--- src/design/dtc_pkg.sv ---
// Constants and types shared by the transmit serializer and correlator block
package dtc_pkg;
    // Register offsets on the serial host port
    localparam logic [5:0] ADDR_CTRL      = 6'h03;
    localparam logic [5:0] ADDR_TX_IEN    = 6'h0D;
    localparam logic [5:0] ADDR_TX_STAT   = 6'h0E;
    localparam logic [5:0] ADDR_TX_DATA   = 6'h0F;
    localparam logic [5:0] ADDR_TX_VALID  = 6'h10;
    localparam logic [5:0] ADDR_CODE_BASE = 6'h11;
    localparam logic [5:0] ADDR_THR_LOW   = 6'h19;
    localparam logic [5:0] ADDR_THR_HIGH  = 6'h1A;
    // Control register fields
    localparam int CTRL_TX_EN_BIT  = 7;
    localparam int CTRL_RX_EN_BIT  = 6;
    localparam int CTRL_HALF_BIT   = 5;
    localparam int CTRL_UPPER_BIT  = 4;
    // Transmit status fields
    localparam int STAT_EMPTY_BIT  = 0;
    localparam int STAT_DONE_BIT   = 1;
    localparam int STAT_OVF_BIT    = 2;
    localparam int STAT_UNF_BIT    = 3;
    // Reset values
    localparam logic [7:0]  CTRL_RST      = 8'h00;
    localparam logic [7:0]  TX_IEN_RST    = 8'h00;
    localparam logic [7:0]  TX_DATA_RST   = 8'h00;
    localparam logic [7:0]  TX_VALID_RST  = 8'h00;
    localparam logic [7:0]  CODE_BYTE_RST = 8'h00;
    localparam logic [6:0]  THR_LOW_RST   = 7'h08;
    localparam logic [6:0]  THR_HIGH_RST  = 7'h38;
    // Code geometry
    localparam int CODE_BYTES = 8;
    localparam logic [5:0] CHIPS_FULL_LAST = 6'h3F;
    localparam logic [5:0] CHIPS_HALF_LAST = 6'h1F;
    // Chip timing
    localparam int SYS_CLK_HZ   = 25000000;
    localparam int CHIP_RATE_HZ = 1000000;
    localparam int CHIP_CYCLES  = SYS_CLK_HZ / CHIP_RATE_HZ;
    localparam logic [4:0] CHIP_DIV_LAST = 5'(CHIP_CYCLES - 1);
    // Serial host port pins
    typedef struct packed {
        logic sck;
        logic mosi;
        logic csN;
    } dtc_spi_s;
    // Correlator decision
    typedef struct packed {
        logic valid;
        logic value;
        logic erasure;
    } dtc_rx_bit_s;
endpackage

--- src/design/dtc_tx_serdes_corr.sv ---
// Transmit serializer, spreading code store and correlator with serial host port
`timescale 1ns/1ps
module dtc_tx_serdes_corr
    import dtc_pkg::*;
(
    input  wire logic                 sys_clk,
    input  wire logic                 rst,
    input  wire dtc_pkg::dtc_spi_s    spiIn,
    output logic                      spiMiso,
    input  wire logic                 rxChipIn,
    output logic                      txChip,
    output logic                      txActive,
    output dtc_pkg::dtc_rx_bit_s      rxBit
);
    import dtc_pkg::*;

    ////////////////////////////////////////////////////////////////////////////////
    // Pin synchronisers
    logic       csS1, csS2, sckS1, sckS2, sckS3, mosiS1, mosiS2, rxS1, rxS2;
    logic       sckRise, sckFall;

    // Two flops on every pin input, a third on the clock for edge detection
    always_ff @(posedge sys_clk) begin
        if (rst) begin
            csS1   <= 1'b1;
            csS2   <= 1'b1;
            sckS1  <= 1'b0;
            sckS2  <= 1'b0;
            sckS3  <= 1'b0;
            mosiS1 <= 1'b0;
            mosiS2 <= 1'b0;
            rxS1   <= 1'b0;
            rxS2   <= 1'b0;
        end else begin
            csS1   <= spiIn.csN;
            csS2   <= csS1;
            sckS1  <= spiIn.sck;
            sckS2  <= sckS1;
            sckS3  <= sckS2;
            mosiS1 <= spiIn.mosi;
            mosiS2 <= mosiS1;
            rxS1   <= rxChipIn;
            rxS2   <= rxS1;
        end
    end

    assign sckRise = sckS2 & ~sckS3 & ~csS2;
    assign sckFall = ~sckS2 & sckS3 & ~csS2;

    ////////////////////////////////////////////////////////////////////////////////
    // Registers
    logic [7:0]  ctrl_reg, txIen_reg, txData_reg, txValid_reg;
    logic [6:0]  thrLow_reg, thrHigh_reg;
    logic [7:0]  codeByte [CODE_BYTES];
    logic [63:0] code;
    logic        empty_reg, done_reg, ovf_reg, unf_reg;
    logic        txEn, rxEn, halfMode, upperHalf;
    logic        wrStb, rdStb;
    logic [5:0]  addr_reg;
    logic [7:0]  wrData;

    assign txEn      = ctrl_reg[CTRL_TX_EN_BIT];
    assign rxEn      = ctrl_reg[CTRL_RX_EN_BIT];
    assign halfMode  = ctrl_reg[CTRL_HALF_BIT];
    assign upperHalf = ctrl_reg[CTRL_UPPER_BIT];

    // Code bytes, byte 0 holds chips 7:0
    for (genvar i = 0; i < CODE_BYTES; i++) begin : gCode
        always_ff @(posedge sys_clk) begin
            if (rst) begin
                codeByte[i] <= CODE_BYTE_RST;
            end else if (wrStb && addr_reg == ADDR_CODE_BASE + 6'(i)) begin
                codeByte[i] <= wrData;
            end
        end
        assign code[8*i +: 8] = codeByte[i];
    end

    // Plain read-write registers
    always_ff @(posedge sys_clk) begin
        if (rst) begin
            ctrl_reg    <= CTRL_RST;
            txIen_reg   <= TX_IEN_RST;
            txData_reg  <= TX_DATA_RST;
            txValid_reg <= TX_VALID_RST;
            thrLow_reg  <= THR_LOW_RST;
            thrHigh_reg <= THR_HIGH_RST;
        end else if (wrStb) begin
            unique case (addr_reg)
                ADDR_CTRL:     ctrl_reg    <= wrData;
                ADDR_TX_IEN:   txIen_reg   <= wrData;
                ADDR_TX_DATA:  txData_reg  <= wrData;
                ADDR_TX_VALID: txValid_reg <= wrData;
                ADDR_THR_LOW:  thrLow_reg  <= wrData[6:0];
                ADDR_THR_HIGH: thrHigh_reg <= wrData[6:0];
                default: ;
            endcase
        end
    end

    // Read data, status masked by transmit enable
    function automatic logic [7:0] readMux(input logic [5:0] a);
        logic [7:0] r;
        r = 8'h00;
        if (a == ADDR_CTRL)     r = ctrl_reg;
        if (a == ADDR_TX_IEN)   r = txIen_reg;
        if (a == ADDR_TX_STAT)  r = {4'h0, unf_reg, ovf_reg, done_reg, empty_reg}
                                    & {8{txEn}};
        if (a == ADDR_TX_DATA)  r = txData_reg;
        if (a == ADDR_TX_VALID) r = txValid_reg;
        if (a == ADDR_THR_LOW)  r = {1'b0, thrLow_reg};
        if (a == ADDR_THR_HIGH) r = {1'b0, thrHigh_reg};
        if (a >= ADDR_CODE_BASE && a < ADDR_THR_LOW) r = codeByte[3'(a - ADDR_CODE_BASE)];
        return r;
    endfunction

    ////////////////////////////////////////////////////////////////////////////////
    // Serial host port slave: command byte then data byte, MSB first
    logic [3:0] bitCnt_reg;
    logic [7:0] shIn_reg, misoSh_reg;
    logic       isWrite_reg;
    logic [7:0] inNext;

    assign inNext = {shIn_reg[6:0], mosiS2};
    assign wrStb  = sckRise && bitCnt_reg == 4'hF && isWrite_reg;
    assign rdStb  = sckRise && bitCnt_reg == 4'h7 && !inNext[7];
    assign wrData = inNext;

    // Frame bit counter and command decode
    always_ff @(posedge sys_clk) begin
        if (rst || csS2) begin
            bitCnt_reg  <= 4'h0;
            shIn_reg    <= 8'h00;
            isWrite_reg <= 1'b0;
            addr_reg    <= 6'h00;
        end else if (sckRise) begin
            bitCnt_reg <= bitCnt_reg + 4'h1;
            shIn_reg   <= inNext;
            if (bitCnt_reg == 4'h7) begin
                isWrite_reg <= inNext[7];
                addr_reg    <= inNext[5:0];
            end
        end
    end

    // Read data shifted out on falling edges
    always_ff @(posedge sys_clk) begin
        if (rst) begin
            misoSh_reg <= 8'h00;
            spiMiso    <= 1'b0;
        end else if (rdStb) begin
            misoSh_reg <= readMux(inNext[5:0]);
        end else if (sckFall) begin
            spiMiso    <= misoSh_reg[7];
            misoSh_reg <= {misoSh_reg[6:0], 1'b0};
        end
    end

    ////////////////////////////////////////////////////////////////////////////////
    // Chip timing
    logic [4:0] div_reg;
    logic       chipStb, load;
    logic [5:0] chipIdx_reg, corrIdx_reg, chipLast;
    logic       bitEnd;

    assign chipStb  = div_reg == CHIP_DIV_LAST;
    assign chipLast = halfMode ? CHIPS_HALF_LAST : CHIPS_FULL_LAST;

    // Chip rate divider, restarted when an idle transmitter starts so chip 0 is whole
    always_ff @(posedge sys_clk) begin
        if (rst || chipStb || (load && !txActive)) begin
            div_reg <= 5'h00;
        end else begin
            div_reg <= div_reg + 5'h01;
        end
    end

    // Code chip selection with optional upper half
    function automatic logic codeChip(input logic [5:0] idx);
        logic [5:0] k;
        k = (halfMode && upperHalf) ? {1'b1, idx[4:0]} : idx;
        return code[k];
    endfunction

    ////////////////////////////////////////////////////////////////////////////////
    // Transmit serializer
    logic [7:0] shData_reg, shValid_reg;
    logic       pend_reg, sent_reg, needData, lastBit;

    // Next byte follows the last valid bit with no gap
    assign bitEnd   = chipStb && chipIdx_reg == chipLast;
    assign lastBit  = bitEnd && shValid_reg[7:1] == 7'h00;
    assign needData = txEn && (lastBit || (shValid_reg == 8'h00 && !txActive));
    assign load     = needData && pend_reg;

    // Chip index within a bit, counts up from zero
    always_ff @(posedge sys_clk) begin
        if (rst || !txActive || bitEnd) begin
            chipIdx_reg <= 6'h00;
        end else if (chipStb) begin
            chipIdx_reg <= chipIdx_reg + 6'h01;
        end
    end

    // Shifter load and shift per bit time
    always_ff @(posedge sys_clk) begin
        if (rst || !txEn) begin
            shData_reg  <= 8'h00;
            shValid_reg <= 8'h00;
        end else if (load) begin
            shData_reg  <= txData_reg;
            shValid_reg <= txValid_reg;
        end else if (bitEnd) begin
            shData_reg  <= {1'b0, shData_reg[7:1]};
            shValid_reg <= {1'b0, shValid_reg[7:1]};
        end
    end

    // Chip output, data spread or preamble
    always_ff @(posedge sys_clk) begin
        if (rst) begin
            txChip   <= 1'b0;
            txActive <= 1'b0;
        end else begin
            txActive <= txEn && (load || (shValid_reg != 8'h00 && !(bitEnd &&
                        shValid_reg[7:1] == 7'h00)));
            if (!shValid_reg[0]) begin
                txChip <= codeChip(chipIdx_reg);
            end else begin
                txChip <= codeChip(chipIdx_reg) ~^ shData_reg[0];
            end
        end
    end

    // Pending byte and at-least-one-bit tracking
    always_ff @(posedge sys_clk) begin
        if (rst) begin
            pend_reg <= 1'b0;
            sent_reg <= 1'b0;
        end else begin
            if (wrStb && addr_reg == ADDR_TX_DATA) begin
                pend_reg <= 1'b1;
            end else if (load) begin
                pend_reg <= 1'b0;
            end
            if (load) begin
                sent_reg <= 1'b1;
            end else if (needData && bitEnd) begin
                sent_reg <= 1'b0;
            end
        end
    end

    // Sticky status flags, set wins over clear
    always_ff @(posedge sys_clk) begin
        if (rst) begin
            empty_reg <= 1'b0;
            done_reg  <= 1'b0;
            ovf_reg   <= 1'b0;
            unf_reg   <= 1'b0;
        end else begin
            if (load) begin
                empty_reg <= 1'b1;
            end else if (wrStb && addr_reg == ADDR_TX_DATA) begin
                empty_reg <= 1'b0;
            end
            if (needData && bitEnd && !pend_reg && sent_reg) begin
                done_reg <= 1'b1;
            end else if (rdStb && inNext[5:0] == ADDR_TX_STAT) begin
                done_reg <= 1'b0;
            end
            if (wrStb && addr_reg == ADDR_TX_DATA && pend_reg) begin
                ovf_reg <= 1'b1;
            end else if (rdStb && inNext[5:0] == ADDR_TX_STAT) begin
                ovf_reg <= 1'b0;
            end
            if (needData && bitEnd && !pend_reg && !sent_reg) begin
                unf_reg <= 1'b1;
            end else if (rdStb && inNext[5:0] == ADDR_TX_STAT) begin
                unf_reg <= 1'b0;
            end
        end
    end

    ////////////////////////////////////////////////////////////////////////////////
    // Correlator
    logic [6:0] match_reg, matchNext;
    logic       corrEnd;

    assign corrEnd   = chipStb && corrIdx_reg == chipLast;
    assign matchNext = match_reg + 7'((rxS2 == codeChip(corrIdx_reg)) ? 1 : 0);

    // Match count over one bit window
    always_ff @(posedge sys_clk) begin
        if (rst || !rxEn) begin
            corrIdx_reg <= 6'h00;
            match_reg   <= 7'h00;
        end else if (corrEnd) begin
            corrIdx_reg <= 6'h00;
            match_reg   <= 7'h00;
        end else if (chipStb) begin
            corrIdx_reg <= corrIdx_reg + 6'h01;
            match_reg   <= matchNext;
        end
    end

    // Bit decision against thresholds
    always_ff @(posedge sys_clk) begin
        if (rst) begin
            rxBit <= '0;
        end else begin
            rxBit.valid <= rxEn && corrEnd;
            if (rxEn && corrEnd) begin
                rxBit.value   <= matchNext >= thrHigh_reg;
                rxBit.erasure <= matchNext > thrLow_reg && matchNext < thrHigh_reg;
            end
        end
    end
endmodule

--- config.mk ---
export PLATFORM = sky130hd
export DESIGN_NAME = dtc_tx_serdes_corr
export DESIGN_NICKNAME = d
export VERILOG_FILES = /design/src/design/dtc_pkg.sv /design/src/design/dtc_tx_serdes_corr.sv
export SDC_FILE = /design/constraint.sdc
export NUM_CORES = 1
export LEC_CHECK = 0
export ABC_AREA = 1
export BUFFER_PORTS_ARGS = -buffer_cell sky130_fd_sc_hd__clkbuf_2
export CORE_MARGIN = 4
export CORE_UTILIZATION = 28
export CTS_BUF_LIST = sky130_fd_sc_hd__clkbuf_8
export CTS_CLUSTER_SIZE = 16
export DETAILED_ROUTE_END_ITERATION = 16
export GPL_TIMING_DRIVEN = 0
export PLACE_DENSITY_LB_ADDON = 0.15
export SYNTH_ARGS = -nofsm -noshare
export SYNTH_HDL_FRONTEND = slang
export SYNTH_SLANG_ARGS = --single-unit
--- constraint.sdc ---
create_clock -name sys_clk -period 3.9 [get_ports sys_clk]
set_input_delay 0.585 -clock sys_clk [delete_from_list [all_inputs] [get_ports sys_clk]]
set_output_delay 0.585 -clock sys_clk [all_outputs]
set_load 0.02 [all_outputs]
==> results.json, run 1 <==
{
  "status": "complete, no violations",
  "hold_buffers": 0,
  "synth_top_cell_by_area": "dfxtp_1",
  "ys_types": 45,
  "synth_ff_type": "dfxtp_1",
  "vias": 9956,
  "synth_compound_area_frac": 0.173,
  "antenna_found_initial": 1,
  "grt_setup_unrepaired": "yes",
  "synth-async-reset-ratio": 0,
  "final_cell_mix": "nand2_1 (298), nor2_1 (180), inv_1 (171)",
  "totalPowerFinal_mw": 3.83,
  "place_ws_ns": -0.116,
  "slew_headroom": 0.189,
  "ys_ff_latch": 197,
  "maxCapViolCount": 0,
  "largest-register": "codeByte",
  "crit_path_end_kind": "flop",
  "initial_utilization": 0.283,
  "cts-root-buf": "clkbuf_8",
  "tightest_slew_ns": 1.21,
  "track_usage": 0.187,
  "leakagePower_nw": 4.44,
  "maxSlewViolCount": 0,
  "crit_start": "corrIdx_reg[1]",
  "yosysWarnings": 0,
  "cts_tree": "done",
  "syn_inst": 1479,
  "r2r_start": "corrIdx_reg[1]",
  "largest_reg_flops": 64,
  "critical_path_depth": 23,
  "placed_area_sq_um": 11300,
  "utilization": 0.314,
  "viasPerCell": 4.89,
  "dieHeight_um": 203,
  "drtIter0Drc": 959,
  "cts_sinks": 197,
  "arrival_ns": 4.17,
  "holdWs_ns": 0.264,
  "period_needed_ns": 3.73,
  "cts_buffers": 17,
  "die_area_sq_um": 41200,
  "first_pass_iters": 6,
  "syn-cell-area_sq_um": 10600,
  "post-route-period-util": 0.957,
  "critical_path.max_fanout": 10,
  "seq_area_frac_synth": 0.431,
  "synth_area_leaders": "dfxtp_1 (25%), edfxtp_1 (18%), nand2_1 (11%)",
  "clkTransAtPathRegs_ns": 0.12,
  "dp_hpwl_mm": 29.4,
  "cts_max_path_buffers": 2,
  "critPathKind": "reg -> reg",
  "min_path_type": "in -> reg",
  "io_pins": 12,
  "worstRegToRegCells": 23,
  "synth_edf_count": 64,
  "fin_nets": 1542,
  "place.gp.congestion": 0.923,
  "die_w_um": 203,
  "grt_pass1_wl_mm": 58.6,
  "diodes": 0,
  "grt_pass1_vias": 9431,
  "cp_num_buf_inv": 3,
  "layout_commonest_cell": "nand2_1",
  "io_buffers": 11,
  "synth_xor_area_frac": 0.00893,
  "startpoint_type": "flop",
  "design_area_sq_um": 11800,
  "r2r-end": "rxBit[0]",
  "setup_ws_ns": 0.170,
  "multi_input_area_sq_um": 5100,
  "hold_viol_final": 0,
  "synth_top_family_by_area": "simple AND/OR/NAND/NOR gates",
  "drive_above_1_share": 0.0689,
  "wl_per_cell_um": 19.1,
  "cp_cell_sequence": "inv_1 > buf_2 > o211ai_1 > a21oi_1 > nor2_1 > nand2_1 > nand3b_1 > nand2_1 > nand2_1 > nand2_1 > ha_1 > ha_2 > nand4_1 > nor2_2 > xor2_2 > ha_1 > nand2_1 > inv_1 > o21ai_0 > nand2_1 > a21oi_2 > nand3_1 > a21oi_1",
  "synth_nets": 1511,
  "fill_cells": 4129,
  "reg2reg_slack_ns": 0.17,
  "drt-total-wl_mm": 38.8,
  "power.density_nw_per_um2": 324,
  "area_growth_pct": 10.8,
  "worstPathRequired_ns": 4.34,
  "drc": 0,
  "yosysTopAreaCellShare": 0.250,
  "critPathMaxStageDelay_ns": 0.37,
  "cpMostUsedCell": "nand2_1",
  "setup_viol": 0,
  "synth_fa_ha_area_frac": 0.0306,
  "ant_nets": 0,
  "skew_ns": 0.0238,
  "core-area_sq_um": 37600,
  "rows": 71,
  "max_freq_mhz": 268,
  "syn_avg_cell_area_sq_um": 7.20,
  "htreeDepth": 4,
  "crit_family": "simple AND/OR/NAND/NOR gates",
  "grt_overflow": 0,
  "crit_path_end": "rxBit[0]",
  "synth-simple-area-share": 0.265,
  "vdd_ir_drop_max_uv": 219,
  "insertion_delay_ns": 0.51,
  "ff_latch_area_sq_um": 4580,
  "synthMuxAreaShare": 0,
  "critPathSlowestCell": "dfxtp_1",
  "grt_max_degree": 19
}
-- power by group --
group	internal, mW	switching, mW
Clock	0.589	0.847
Sequential	2.16	0.0533
Combinational	0.0492	0.132
Total	2.79	1.03
-- per-layer routing --
metal / part of all wire / up-vias / routed length (um) / GRT usage
li1: - / 4946 / - / -
met1: 0.49 / 4661 / 19200 / 0.274
met2: 0.43 / 300 / 16700 / 0.284
met3: 0.053 / 49 / 2070 / 0.0305
met4: 0.023 / 0 / 882 / 0.0584
met5: 0 / - / 0 / 0
-- synthesized netlist by cell type (4+ instances only) --
cell type	count
clkbuf_1	48
a31oi_1	4
o21ai_0	141
buf_4	4
buf_2	10
a211oi_1	9
ha_1	26
dfxtp_1	133
o211ai_1	22
nor3_1	12
nor2_1	181
nand2_1	298
inv_1	171
nor2_4	4
edfxtp_1	64
or2_2	5
nand4_1	26
nand3_1	107
inv_2	5
buf_1	5
a21oi_1	158
xor2_1	8
-- cell families after synthesis --
group | Yosys count
fa+ha+maj | 26
simple gates | 651
compound gates | 346
buf+inv | 249
xor+xnor | 10
flops | 197
-- how the worst min path moves through the flow --
stage | from | end | depth (start not counted)
4_1_cts | spiIn[0] | csS1 | 2
2_1_floorplan | mosiS1 | mosiS2 | 2
5_1_grt | spiIn[0] | csS1 | 2
6_report | spiIn[0] | csS1 | 2
3_3_place_gp | csS1 | csS2 | 1
3_5_place_dp | csS1 | csS2 | 1
-- stage by stage --
step,TNS (ns),instances
after floorplan,0,1479
after global placement,-0.408,2001
after detailed placement,-0.473,2001
after CTS,0,2033
after global routing,-0.165,2034
final,0,2034
-- area by class of cell --
type                       instances  area share
inverter                         180      0.0575
multi-input combinational       1033       0.433
clock inverter                    15      0.0145
buffer                            69      0.0274
clock buffer                      17      0.0198
timing repair buffer              12     0.00530
sequential                       197       0.389
tap                              511      0.0542
-- timing repair --
action,in CTS,in global routing
pin swaps,0,1
gates resized for setup,7,21
setup endpoints to repair,9,7
setup buffers,0,1
Power figures use the tool's default switching activity.
==> run 2, diff against run 1 <==
--- a/config.mk
+++ b/config.mk
@@ -14,6 +14,7 @@
 export DETAILED_ROUTE_END_ITERATION = 16
 export GPL_TIMING_DRIVEN = 0
 export PLACE_DENSITY_LB_ADDON = 0.15
+export REMOVE_ABC_BUFFERS = 1
 export SYNTH_ARGS = -nofsm -noshare
 export SYNTH_HDL_FRONTEND = slang
 export SYNTH_SLANG_ARGS = --single-unit
==> results.json, run 2 (synthesis results as in run 1) <==
{
  "design_area_sq_um": 11600,
  "ff_latch_area_sq_um": 4600,
  "setup_viol": 0,
  "core-area_sq_um": 37600,
  "max_freq_mhz": 275,
  "cts-root-buf": "clkbuf_8",
  "grt_overflow": 0,
  "worstRegToRegCells": 24,
  "htreeDepth": 4,
  "grt_pass1_wl_mm": 53.8,
  "met2_usage": 0.255,
  "cts_sinks": 197,
  "power.density_nw_per_um2": 319,
  "rows": 71,
  "fin_nets": 1485,
  "die_area_sq_um": 41200,
  "vdd_ir_drop_max_uv": 185,
  "drt-total-wl_mm": 35.7,
  "drc": 0,
  "fill_cells": 4110,
  "hold_buffers": 0,
  "post-route-period-util": 0.931,
  "first_pass_iters": 5,
  "largest_reg_flops": 64,
  "worstPathRequired_ns": 4.33,
  "initial_utilization": 0.283,
  "leakagePower_nw": 4.35,
  "grt_max_degree": 49,
  "drtIter0Drc": 785,
  "cts_tree": "done",
  "dp.cells": 1934,
  "ant_nets": 0,
  "antenna_found_initial": 0,
  "drive_above_1_share": 0.0655,
  "startpoint_type": "flop",
  "utilization": 0.310,
  "arrival_ns": 4.06,
  "use_met1": 0.248,
  "slew_headroom": 0.150,
  "cts_max_path_buffers": 2,
  "skew_ns": 0.0194,
  "critPathKind": "reg -> reg",
  "io_pins": 12,
  "place.gp.congestion": 0.914,
  "final_cells": 1977,
  "placed_area_sq_um": 11100,
  "vias": 9742,
  "area_growth_pct": 9.33,
  "layout_commonest_cell": "nand2_1",
  "die_w_um": 203,
  "viasPerCell": 4.93,
  "period_needed_ns": 3.63,
  "maxCapViolCount": 0,
  "min_path_type": "in -> reg",
  "hold_depth": 2,
  "dieHeight_um": 203,
  "grt_use_met3": 0.0355,
  "multi_input_area_sq_um": 5110,
  "grt_setup_unrepaired": "no",
  "reg2reg_slack_ns": 0.27,
  "final_cell_mix": "nand2_1 (297), nor2_1 (180), inv_1 (172)",
  "insertion_delay_ns": 0.50,
  "grt_pass1_vias": 8952,
  "clkTransAtPathRegs_ns": 0.10,
  "diodes": 0,
  "io_buffers": 11,
  "hold_viol_final": 0,
  "dp_hpwl_mm": 24.9,
  "cts_buffers": 17,
  "critical_path.max_fanout": 12,
  "crit_path_end_kind": "flop",
  "tightest_slew_ns": 1.26,
  "totalPowerFinal_mw": 3.71,
  "status": "complete, no violations",
  "track_usage": 0.171,
  "maxSlewViolCount": 0,
  "largest-register": "codeByte",
  "fin_tns_setup_ns": 0,
  "top_usage_layer": "met2",
  "wl_per_cell_um": 18.0
}
[run 2: cell count changes in the layout (fill, tap and decap cells not counted), moves of 4 or more]
cell	before	now
clkinvlp_4	0	4
buf_2	11	0
clkbuf_8	17	22
dfxtp_1	133	128
buf_1	4	0
clkbuf_1	38	0
clkinv_2	4	0
clkbuf_2	18	11
buf_12	0	4
[run 2: path summary, 6_finish.rpt]
check	startpoint	endpoint
setup reg to reg	corrIdx_reg[0]	rxBit[0]
hold reg to reg	mosiS1	mosiS2
hold / removal	spiIn[0]	csS1
setup / recovery	corrIdx_reg[0]	rxBit[0]
[run 2: cell type report]
type / instances / area share
Clock inverter: 10 / 0.00710
Inverter: 180 / 0.0589
Clock buffer: 22 / 0.0260
Multi-Input combinational cell: 1033 / 0.439
Tap cell: 511 / 0.0549
Timing Repair inverter: 1 / 0.000645
Sequential cell: 197 / 0.395
Timing Repair Buffer: 23 / 0.0181
[run 2: timing repair]
| item | 4_1_cts | 5_1_grt |
|---|---|---|
| buffers inserted | 6 | 3 |
| pin swaps | 0 | 7 |
| gates cloned | 1 | 0 |
| gates resized for setup | 6 | 13 |
| setup endpoints to repair | 3 | 2 |
[run 2: routing by layer]
metal	routed length [um]	part of all wire	up-vias
met2	15300	0.43	316
met1	17100	0.48	4538
met3	2400	0.067	49
met4	873	0.024	0
met5	0	0	-
li1	-	-	4839
[run 2: report_power, final]
group          switching, mW  total (mW)  leakage, nW  internal [mW]
clock network          0.760        1.35        0.212          0.585
registers             0.0384        2.19         1.68           2.15
logic                  0.121       0.170         2.46         0.0497
total                  0.919        3.71         4.35           2.79
[run 2: critical path: stages, from the launching register on]
cell and delay [ns]:
dfxtp_4 0.40, buf_4 0.16, buf_8 0.15, a21oi_1 0.14
o21ai_0 0.12, nand3_1 0.08, nand3_1 0.10, nand2_2 0.11
nand3b_1 0.16, nand2_1 0.11, nand2_1 0.05, nand2_1 0.07
ha_1 0.17, ha_2 0.21, nand4_1 0.15, nor2_2 0.19
xor2_2 0.22, ha_1 0.28, nand2_1 0.09, inv_1 0.06
o21ai_0 0.07, nand2_1 0.09, a21oi_2 0.14, nand3_1 0.11
a21oi_1 0.13
[run 2: metrics by stage]
| step | hold WS (ns) | worst slack (ns) |
|---|---|---|
| 4_1_cts | 0.218 | 0.00262 |
| 2_1_floorplan | 0.388 | 0.0191 |
| 3_5_place_dp | 0.393 | -0.834 |
| 3_3_place_gp | 0.395 | -1.68 |
| 6_report | 0.258 | 0.269 |
| 5_1_grt | 0.219 | 0.00965 |
